<file path="config.mk">
export PLATFORM = sky130hd
export DESIGN_NAME = temp_sensor_config_control
export DESIGN_NICKNAME = d
export VERILOG_FILES = /design/src/temp_cfg_pkg.sv /design/src/cycle_timer.sv /design/src/sample_averager.sv /design/src/temp_sensor_config_control.sv
export VERILOG_INCLUDE_DIRS = /design/src
export SDC_FILE = /design/constraint.sdc
export NUM_CORES = 1
export LEC_CHECK = 0
export ABC_AREA = 1
export ABC_CLOCK_PERIOD_IN_PS = 6600
export BUFFER_PORTS_ARGS = -buffer_cell sky130_fd_sc_hd__buf_4
export CAP_MARGIN = 20
export CELL_PAD_IN_SITES_DETAIL_PLACEMENT = 0
export CELL_PAD_IN_SITES_GLOBAL_PLACEMENT = 1
export CORE_MARGIN = 4
export CORE_UTILIZATION = 38
export CTS_CLUSTER_DIAMETER = 80
export DETAILED_ROUTE_END_ITERATION = 8
export GPL_TIMING_DRIVEN = 0
export PLACE_DENSITY_LB_ADDON = 0.15
export SYNTH_ARGS = -nofsm -noshare
export SYNTH_HDL_FRONTEND = slang
export SYNTH_SLANG_ARGS = --single-unit
</file>
<file path="constraint.sdc">
create_clock -name ref_clk -period 6.6 [get_ports ref_clk]
set_input_delay 0.99 -clock ref_clk [delete_from_list [all_inputs] [get_ports ref_clk]]
set_output_delay 0.99 -clock ref_clk [all_outputs]
set_load 0.01 [all_outputs]
</file>
<file path="src/temp_cfg_defines.svh">
// Named constants for the sensor control and status logic.
`ifndef TEMP_CFG_DEFINES_SVH
`define TEMP_CFG_DEFINES_SVH

`define TEMP_ADDR 4'h0
`define CFG_ADDR 4'h1
`define UNLOCK_ADDR 4'h4

`define CFG_RESET 16'h0220
`define TEMP_RESET 16'h8000
`define READ_ZERO 16'h0000

`define BIT_HIGH 15
`define BIT_LOW 14
`define BIT_READY 13
`define BIT_BUSY 12
`define BIT_UNLOCK_BUSY 14
`define BIT_SOFT_RESET 1
`define SET_MSB 11
`define SET_LSB 2

`define MODE_FREE 2'h0
`define MODE_DOWN 2'h1
`define MODE_ALT 2'h2
`define MODE_SINGLE 2'h3

`define MEAN_NONE 2'h0
`define MEAN_8 2'h1
`define MEAN_32 2'h2
`define MEAN_64 2'h3
`define COUNT_1 7'h01
`define COUNT_8 7'h08
`define COUNT_32 7'h20
`define COUNT_64 7'h40
`define SHIFT_1 3'h0
`define SHIFT_8 3'h3
`define SHIFT_32 3'h5
`define SHIFT_64 3'h6

`define CLK_MHZ 200
`define T_15P5MS_US 15500
`define T_125MS_US 125000
`define T_250MS_US 250000
`define T_500MS_US 500000
`define T_1S_US 1000000
`define T_4S_US 4000000
`define T_8S_US 8000000
`define T_16S_US 16000000
`define T_SOFT_RESET_US 2000

`endif

</file>
<file path="src/temp_cfg_pkg.sv">
// Types shared by the sensor control and status logic.
package temp_cfg_pkg;

  typedef enum logic [4:0] {
    ST_LOAD = 5'b00001,
    ST_IDLE = 5'b00010,
    ST_CONV = 5'b00100,
    ST_HOLD = 5'b01000,
    ST_SRST = 5'b10000
  } ctl_state_t;

  // Writable fields, in register order from bit 11 down to bit 2.
  typedef struct packed {
    logic [1:0] conversionModeSelect;
    logic [2:0] cyclePeriodSelect;
    logic [1:0] sampleMeanSelect;
    logic thermOrAlertSelect;
    logic alarmPinLevelSense;
    logic alarmPinSourceSelect;
  } settings_t;

  typedef struct packed {
    logic write;
    logic read;
    logic [3:0] addr;
    logic [15:0] wdata;
  } reg_req_t;

  typedef struct packed {
    logic valid;
    logic [15:0] data;
  } sample_t;

  typedef struct packed {
    ctl_state_t state;
    settings_t set;
    logic highFlag;
    logic lowFlag;
    logic dataReady;
    logic pending;
    logic [15:0] result;
    logic [15:0] rdata;
    logic alarmPin;
    logic convStart;
    logic [31:0] srCount;
  } ctl_t;

  typedef struct packed {
    logic active;
    logic [6:0] target;
    logic [2:0] shift;
    logic [6:0] count;
    logic [22:0] sum;
    logic meanValid;
    logic [15:0] mean;
  } avg_t;

  typedef struct packed {
    logic [31:0] count;
  } timer_t;

endpackage

</file>
<file path="src/cycle_timer.sv">
// Down counter that marks the end of one conversion cycle period.
`timescale 1ns/1ps
module cycle_timer (
  input wire logic ref_clk,
  input wire logic rst,
  input wire logic start,
  input wire logic [31:0] target,
  output logic expired
);
  import temp_cfg_pkg::*;

  timer_t q;
  timer_t n;

  always_comb begin
    n = q;
    if (start) begin
      // Loaded one short so that the next cycle starts exactly target edges after this one.
      n.count = target - 32'h1;
    end else if (q.count != 32'h0) begin
      n.count = q.count - 32'h1;
    end
  end

  always_ff @(posedge ref_clk or posedge rst) begin
    if (rst) begin
      q <= '0;
    end else begin
      q <= n;
    end
  end

  assign expired = (q.count == 32'h0);
endmodule // cycle_timer

</file>
<file path="src/sample_averager.sv">
// Block averager: sums a fixed number of samples, then yields their mean once.
`timescale 1ns/1ps
`include "temp_cfg_defines.svh"
module sample_averager (
  input wire logic ref_clk,
  input wire logic rst,
  input wire logic clear,
  input wire logic [1:0] sampleMeanSelect,
  input temp_cfg_pkg::sample_t sample,
  output logic needMore,
  output logic meanValid,
  output logic [15:0] mean
);
  import temp_cfg_pkg::*;

  avg_t q;
  avg_t n;
  logic [22:0] sumNext;

  always_comb begin
    n = q;
    n.meanValid = 1'b0;
    sumNext = q.sum + {{7{sample.data[15]}}, sample.data};
    if (clear) begin
      n.active = 1'b1;
      n.count = 7'h00;
      n.sum = 23'h000000;
      case (sampleMeanSelect)
        `MEAN_NONE: begin n.target = `COUNT_1; n.shift = `SHIFT_1; end
        `MEAN_8: begin n.target = `COUNT_8; n.shift = `SHIFT_8; end
        `MEAN_32: begin n.target = `COUNT_32; n.shift = `SHIFT_32; end
        default: begin n.target = `COUNT_64; n.shift = `SHIFT_64; end
      endcase
    end else if (q.active && sample.valid) begin
      n.sum = sumNext;
      n.count = q.count + 7'h01;
      // The result is released only when the whole block is in.
      if (n.count == q.target) begin
        n.active = 1'b0;
        n.meanValid = 1'b1;
        n.mean = 16'($signed(sumNext) >>> q.shift);
      end
    end
  end

  always_ff @(posedge ref_clk or posedge rst) begin
    if (rst) begin
      q <= '0;
    end else begin
      q <= n;
    end
  end

  assign needMore = q.active;
  assign meanValid = q.meanValid;
  assign mean = q.mean;
endmodule // sample_averager

</file>
<file path="src/temp_sensor_config_control.sv">
// Control and status register logic of the temperature sensor.
// How it works
// - Alert mode: high flag sets, cleared on config read.
// - Therm mode: high flag clears below hysteresis only.
// - Low flag alert mode only; reads zero otherwise.
// - Data ready sets on update, clears on temp and config reads.
// - Busy flag shows memory programming or loading.
// - Mode 00/10 free, 01 down, 11 single.
// - Cycle period field resets to 100.
// - Block average of 1, 8, 32, 64.
// - Result updates only after the full block.
// - Bit 4 picks therm or alert behaviour.
// - Bit 3 sets alarm pin active level.
// - Bit 2 picks data ready or limit flags.
// - Writing bit 1 gives 2ms reset; reads zero.
// - Startup image never restores the upper mode bit.
// - Factory startup value is 0220.
// - Free running cycle times per period table.
// - Long averaging runs cycles back to back.
// - Result two's complement, reads 8000 until first.
// - Busy flag mirrored into unlock register bit 14.
`timescale 1ns/1ps
`include "temp_cfg_defines.svh"
module temp_sensor_config_control #(
  parameter logic [31:0] CYC_15P5MS = 32'(64'(`T_15P5MS_US) * 64'(`CLK_MHZ)),
  parameter logic [31:0] CYC_125MS = 32'(64'(`T_125MS_US) * 64'(`CLK_MHZ)),
  parameter logic [31:0] CYC_250MS = 32'(64'(`T_250MS_US) * 64'(`CLK_MHZ)),
  parameter logic [31:0] CYC_500MS = 32'(64'(`T_500MS_US) * 64'(`CLK_MHZ)),
  parameter logic [31:0] CYC_1S = 32'(64'(`T_1S_US) * 64'(`CLK_MHZ)),
  parameter logic [31:0] CYC_4S = 32'(64'(`T_4S_US) * 64'(`CLK_MHZ)),
  parameter logic [31:0] CYC_8S = 32'(64'(`T_8S_US) * 64'(`CLK_MHZ)),
  parameter logic [31:0] CYC_16S = 32'(64'(`T_16S_US) * 64'(`CLK_MHZ)),
  parameter logic [31:0] CYC_SOFT_RESET = 32'(64'(`T_SOFT_RESET_US) * 64'(`CLK_MHZ))
) (
  input wire logic ref_clk,
  input wire logic rst,
  input temp_cfg_pkg::reg_req_t regReq,
  input wire logic nvBusy,
  input wire logic [15:0] nvStartupImage,
  input temp_cfg_pkg::sample_t sample,
  input wire logic [15:0] highLimit,
  input wire logic [15:0] lowLimit,
  output logic [15:0] regRdata,
  output logic alarmPin,
  output logic convStart
);
  import temp_cfg_pkg::*;

  ctl_t q;
  ctl_t n;
  logic startCycle;
  logic timerExpired;
  logic needMore;
  logic meanValid;
  logic [15:0] mean;
  logic [31:0] periodCycles;
  logic [15:0] cfgWord;

  // Period from the table: the averaging floor lifts the short settings.
  function automatic logic [31:0] cyclePeriod(input logic [2:0] sel, input logic [1:0] avg);
    logic [31:0] base;
    logic [31:0] floor;
    case (sel)
      3'h0: base = CYC_15P5MS;
      3'h1: base = CYC_125MS;
      3'h2: base = CYC_250MS;
      3'h3: base = CYC_500MS;
      3'h4: base = CYC_1S;
      3'h5: base = CYC_4S;
      3'h6: base = CYC_8S;
      default: base = CYC_16S;
    endcase
    case (avg)
      `MEAN_NONE: floor = 32'h0;
      `MEAN_8: floor = CYC_125MS;
      `MEAN_32: floor = CYC_500MS;
      default: floor = CYC_1S;
    endcase
    cyclePeriod = (base > floor) ? base : floor;
  endfunction

  // Mode 10 is folded onto free running so it reads back as 00.
  function automatic settings_t takeSettings(input logic [15:0] word);
    settings_t s;
    s = settings_t'(word[`SET_MSB:`SET_LSB]);
    if (s.conversionModeSelect == `MODE_ALT) begin
      s.conversionModeSelect = `MODE_FREE;
    end
    takeSettings = s;
  endfunction

  // Pin level from the selected source and polarity.
  function automatic logic pinLevel(input ctl_t s);
    logic src;
    src = s.set.alarmPinSourceSelect ? s.dataReady : (s.highFlag | s.lowFlag);
    pinLevel = s.set.alarmPinLevelSense ? src : ~src;
  endfunction

  // Taken from the next settings, so a cycle started by a write uses the written period.
  assign periodCycles = cyclePeriod(n.set.cyclePeriodSelect, n.set.sampleMeanSelect);
  assign cfgWord = {q.highFlag, q.lowFlag & ~q.set.thermOrAlertSelect, q.dataReady,
                    nvBusy, q.set, 2'b00};

  always_comb begin
    n = q;
    n.convStart = 1'b0;
    startCycle = 1'b0;

    // Reads clear first so that a hardware set in the same cycle wins.
    if (regReq.read && q.state != ST_SRST) begin
      case (regReq.addr)
        `TEMP_ADDR: begin
          n.rdata = q.result;
          n.dataReady = 1'b0;
        end
        `CFG_ADDR: begin
          n.rdata = cfgWord;
          n.dataReady = 1'b0;
          if (!q.set.thermOrAlertSelect) begin
            n.highFlag = 1'b0;
            n.lowFlag = 1'b0;
          end
        end
        `UNLOCK_ADDR: begin
          n.rdata = `READ_ZERO;
          n.rdata[`BIT_UNLOCK_BUSY] = nvBusy;
        end
        default: n.rdata = `READ_ZERO;
      endcase
    end

    if (regReq.write && regReq.addr == `CFG_ADDR && q.state != ST_SRST) begin
      n.set = takeSettings(regReq.wdata);
    end

    case (q.state)
      ST_LOAD: begin
        // Wait for the startup image to finish loading, then adopt it.
        if (!nvBusy) begin
          n.set = takeSettings(nvStartupImage);
          n.set.conversionModeSelect[1] = 1'b0;
          n.state = ST_IDLE;
        end
      end
      ST_IDLE: begin
        if (n.set.conversionModeSelect != `MODE_DOWN) begin
          startCycle = 1'b1;
          n.state = ST_CONV;
        end
      end
      ST_CONV: begin
        if (sample.valid) begin
          n.pending = 1'b0;
        end
        if (meanValid) begin
          n.result = mean;
          n.dataReady = 1'b1;
          if (n.set.thermOrAlertSelect) begin
            if ($signed(mean) > $signed(highLimit)) begin
              n.highFlag = 1'b1;
            end else if ($signed(mean) < $signed(lowLimit)) begin
              n.highFlag = 1'b0;
            end
          end else begin
            if ($signed(mean) > $signed(highLimit)) begin
              n.highFlag = 1'b1;
            end
            if ($signed(mean) < $signed(lowLimit)) begin
              n.lowFlag = 1'b1;
            end
          end
          if (n.set.conversionModeSelect == `MODE_SINGLE) begin
            n.set.conversionModeSelect = `MODE_DOWN;
            n.state = ST_IDLE;
          end else begin
            n.state = ST_HOLD;
          end
        end else if (needMore && !q.pending && !sample.valid) begin
          n.convStart = 1'b1;
          n.pending = 1'b1;
        end
      end
      ST_HOLD: begin
        if (n.set.conversionModeSelect == `MODE_DOWN) begin
          n.state = ST_IDLE;
        end else if (timerExpired) begin
          // An overrun period has already expired, so no standby is added.
          startCycle = 1'b1;
          n.state = ST_CONV;
        end
      end
      ST_SRST: begin
        if (q.srCount == 32'h0) begin
          n.state = ST_LOAD;
        end else begin
          n.srCount = q.srCount - 32'h1;
        end
      end
      default: n.state = ST_LOAD;
    endcase

    if (regReq.write && regReq.addr == `CFG_ADDR && q.state != ST_SRST &&
        regReq.wdata[`BIT_SOFT_RESET]) begin
      n.state = ST_SRST;
      n.srCount = CYC_SOFT_RESET - 32'h1;
      n.highFlag = 1'b0;
      n.lowFlag = 1'b0;
      n.dataReady = 1'b0;
      n.pending = 1'b0;
      n.convStart = 1'b0;
      n.result = `TEMP_RESET;
      startCycle = 1'b0;
    end

    if (n.set.thermOrAlertSelect) begin
      n.lowFlag = 1'b0;
    end
    n.alarmPin = pinLevel(n);
  end

  always_ff @(posedge ref_clk or posedge rst) begin
    if (rst) begin
      q.state <= ST_LOAD;
      q.set <= settings_t'(10'(`CFG_RESET >> `SET_LSB));
      q.highFlag <= 1'b0;
      q.lowFlag <= 1'b0;
      q.dataReady <= 1'b0;
      q.pending <= 1'b0;
      q.result <= `TEMP_RESET;
      q.rdata <= `READ_ZERO;
      q.alarmPin <= 1'b1;
      q.convStart <= 1'b0;
      q.srCount <= 32'h0;
    end else begin
      q <= n;
    end
  end

  sample_averager averager (
    .ref_clk(ref_clk),
    .rst(rst),
    .clear(startCycle),
    .sampleMeanSelect(n.set.sampleMeanSelect),
    .sample(sample),
    .needMore(needMore),
    .meanValid(meanValid),
    .mean(mean)
  );

  cycle_timer timer (
    .ref_clk(ref_clk),
    .rst(rst),
    .start(startCycle),
    .target(periodCycles),
    .expired(timerExpired)
  );

  assign regRdata = q.rdata;
  assign alarmPin = q.alarmPin;
  assign convStart = q.convStart;
endmodule // temp_sensor_config_control
</file>
==> flow_summary.yaml <==
run_status:
  status: "finished clean"
floorplanning:
  dieArea_um2: 35800
  start_util: 0.385
  row_count: 66
  core_area_um2: 32500
  ioPinCount: 108
  die_y_um: 189
  die_w_um: 189
cells_and_area:
  design_area_um2: 14400
  drive_gt1_frac: 0.139
  post-route-util: 0.443
  diodes: 0
  area_delta_synth_final_pct: 15.2
  nets: 2025
  fin_cells: 2308
clocking:
  cts.reportedPaths.clkPinSlew_ns: 0.08
  cts-buffers-inserted: 17
  cts_tree: "yes"
  clockRootBuffer: "clkbuf_16"
  cts_max_path_buffers: 2
  insertion_delay_ns: 0.46
  cts_sinks: 172
  h-tree-depth: 4
  cts_resized: 0
  post_cts_buffers: 0
  cts_hold_buffers: 0
sta:
  worst_slack_ns: 0.707
  worst_pin_slew_ns: 0.978
  relSlewSlack: 0.344
  fmax_ghz: 0.170
  rsz0062_at_grt: "false"
  hold_viol_final: 0
  drv_slew: 0
  clock_skew_ns: 0.0146
  fin_crit_ns: 5.89
  setup_viol: 0
  fin_crit_sh: 0.893
min_path:
  hp-class: "reg -> reg"
synthesis:
  netlist_top_cells_count: "nand2_1, inv_1, nor2_1, dfrtp_1, o21ai_0"
  synth_cells: 1738
  async_reset_ff_frac: 1.00
  synth_top_area_frac: 0.335
  synthFlopType: "dfrtp_1"
  yosys.cell_count.top_type: "nand2_1"
  syn_nets: 1910
  synth_largest_area_cell: "dfrtp_1"
  synth_compound_area_frac: 0.143
  synthMuxAreaShare: 0.00250
  yosys.area_share.simple: 0.303
  netlist_top_cells_area: "dfrtp_1, nand2_1, ha_1"
  ys_seq_area_frac: 0.345
  syn_area_um2: 12500
  synthAdderAreaFrac: 0.0827
  synth-seq-cells: 172
  syn_area_per_cell_um2: 7.19
  yosysWarnings: 0
  synth-edff-count: 0
  synth_xor_area_frac: 0.0217
  synth_top_family_by_area: "simple AND/OR/NAND/NOR gates"
  yosys.cell_types.count: 59
setup_path:
  cp-start-kind: "input pin"
  slowest_stage: "o21ai_1"
  crit_path_frequent_cell: "nand2_1"
  crit_family: "simple AND/OR/NAND/NOR gates"
  path_max_fanout: 10
  cp-end-kind: "flip-flop"
  crit_required_ns: 6.91
  slowest_delay_ns: 0.75
  path_buf_inv: 6
  cp.arrival_ns: 6.20
  criticalPathCategory: "in -> reg"
run:
  drv_cap: 0
route:
  wl_mm: 36.6
  drtPass1Iterations: 5
  num_vias: 11600
  routedWlPerCell_um: 15.8
  route.detailed.drc: 0
  drtAntennaViolNets: 0
  drt_iter0_drc: 660
  via_per_inst: 5.01
pwr:
  power.density_nw_per_um2: 454
  ir_worst_vdd_mv: 0.232
  total_power_w: 0.00654
  leakagePower_nw: 7.23
global_routing:
  grt_pass1_vias: 11400
  grt_max_degree: 100
  antenna_found_initial: 0
  grt_pass1_wl_mm: 60.4
  gr-usage-all-layers: 0.208
  gr-total-overflow: 0
place:
  place_area_um2: 13800
  gp_congestion: 0.866
  dp_cells: 2276
  port_buffers: 95
  post-dp-hpwl_mm: 28.5
  dp_slack_ns: 0.171
## worst reg2reg max path: cells and delay by family, from the launching register on
kind            cells  cell delay, ns
simple gates       18            2.31
buf+inv             5            0.93
compound gates      6            1.29
flops               1            0.43
fa+ha+maj           2            0.64
## layout by cell type (no fill, tap or decap), types with 6 or more instances in the layout
| cell type | synthesis | layout |
|---|---|---|
| nand2_1 | 403 | 403 |
| inv_1 | 216 | 215 |
| nor2_1 | 173 | 173 |
| dfrtp_1 | 167 | 167 |
| o21ai_0 | 139 | 138 |
| buf_4 | 20 | 115 |
| a21oi_1 | 105 | 105 |
| nand3_1 | 103 | 103 |
| ha_1 | 81 | 81 |
| clkbuf_1 | 30 | 30 |
| nand4_1 | 28 | 28 |
| o22ai_1 | 23 | 23 |
| xor2_1 | 22 | 22 |
| nor3_1 | 20 | 20 |
| inv_2 | 19 | 19 |
| clkbuf_16 | 0 | 17 |
| nand3_2 | 16 | 16 |
| nor4_1 | 16 | 16 |
| nor2_4 | 11 | 11 |
| nand2_2 | 10 | 10 |
| or2_2 | 9 | 9 |
| xnor2_1 | 9 | 9 |
| nor2_2 | 9 | 9 |
| inv_8 | 0 | 9 |
| o211ai_1 | 8 | 8 |
| o21bai_1 | 8 | 8 |
| buf_6 | 7 | 7 |
| o21ai_1 | 6 | 7 |
| nand2_4 | 7 | 7 |
| o21a_1 | 6 | 6 |
## where the power goes
part	total [W]	switching, W	internal, W	leakage, nW
Combinational	0.00382	0.00250	0.00133	4.78
Sequential	0.00167	0.000263	0.00141	2.16
Clock	0.00104	0.000521	0.000524	0.297
## stage by stage
stage	hold WS [ns]	TNS [ns]
floorplan	0.446	0
global placement	0.463	-265.55
detailed placement	0.469	0
CTS	0.491	0
global route	0.512	0
finish	0.484	0
## worst paths after layout
check	startpoint	end	slack [ns]	cells after the start
min in group asynchronous	rst	q[7]	0.62	2
setup reg to reg	q[82]	timer.q[31]	0.87	31
hold reg to reg	regRdata[11]	regRdata[11]	0.48	2
max in group asynchronous	rst	averager.q[26]	5.10	3
hold / removal	regRdata[11]	regRdata[11]	0.48	2
setup / recovery	regReq[19]	timer.q[31]	0.71	32
## sequential cells by signal (all words and copies together) (netlist names)
register,flops
alarmPin,1
averager.mean,16
averager.meanValid,1
averager.needMore,1
averager.q,37
cfgWord,12
convStart,1
q,55
regRdata,16
timer.q,32
## layer usage
metal  global-route usage  wire length [um]  up-vias
met5                    0                 0        -
met4               0.0384               333        0
met3               0.0345              1440       25
met2                0.330             16400      197
met1                0.303             18400     5394
li1                     -                 -     5944
## logic make-up after synthesis
family	count (synthesis)
fa+ha+maj	82
mux	3
flops	172
buf+inv	302
compound gates	324
simple gates	824
xor+xnor	31
## layout make-up
type	count	area [um2]
plain buffers	64	374
inverters	238	901
clock buffers	18	439
clock inverters	14	158
repair buffers	96	741
fillers	3402	18100
flip-flops and latches	172	4310
multi-input cells	1264	6910
well taps	442	553
(Power assumes the default switching activity.)
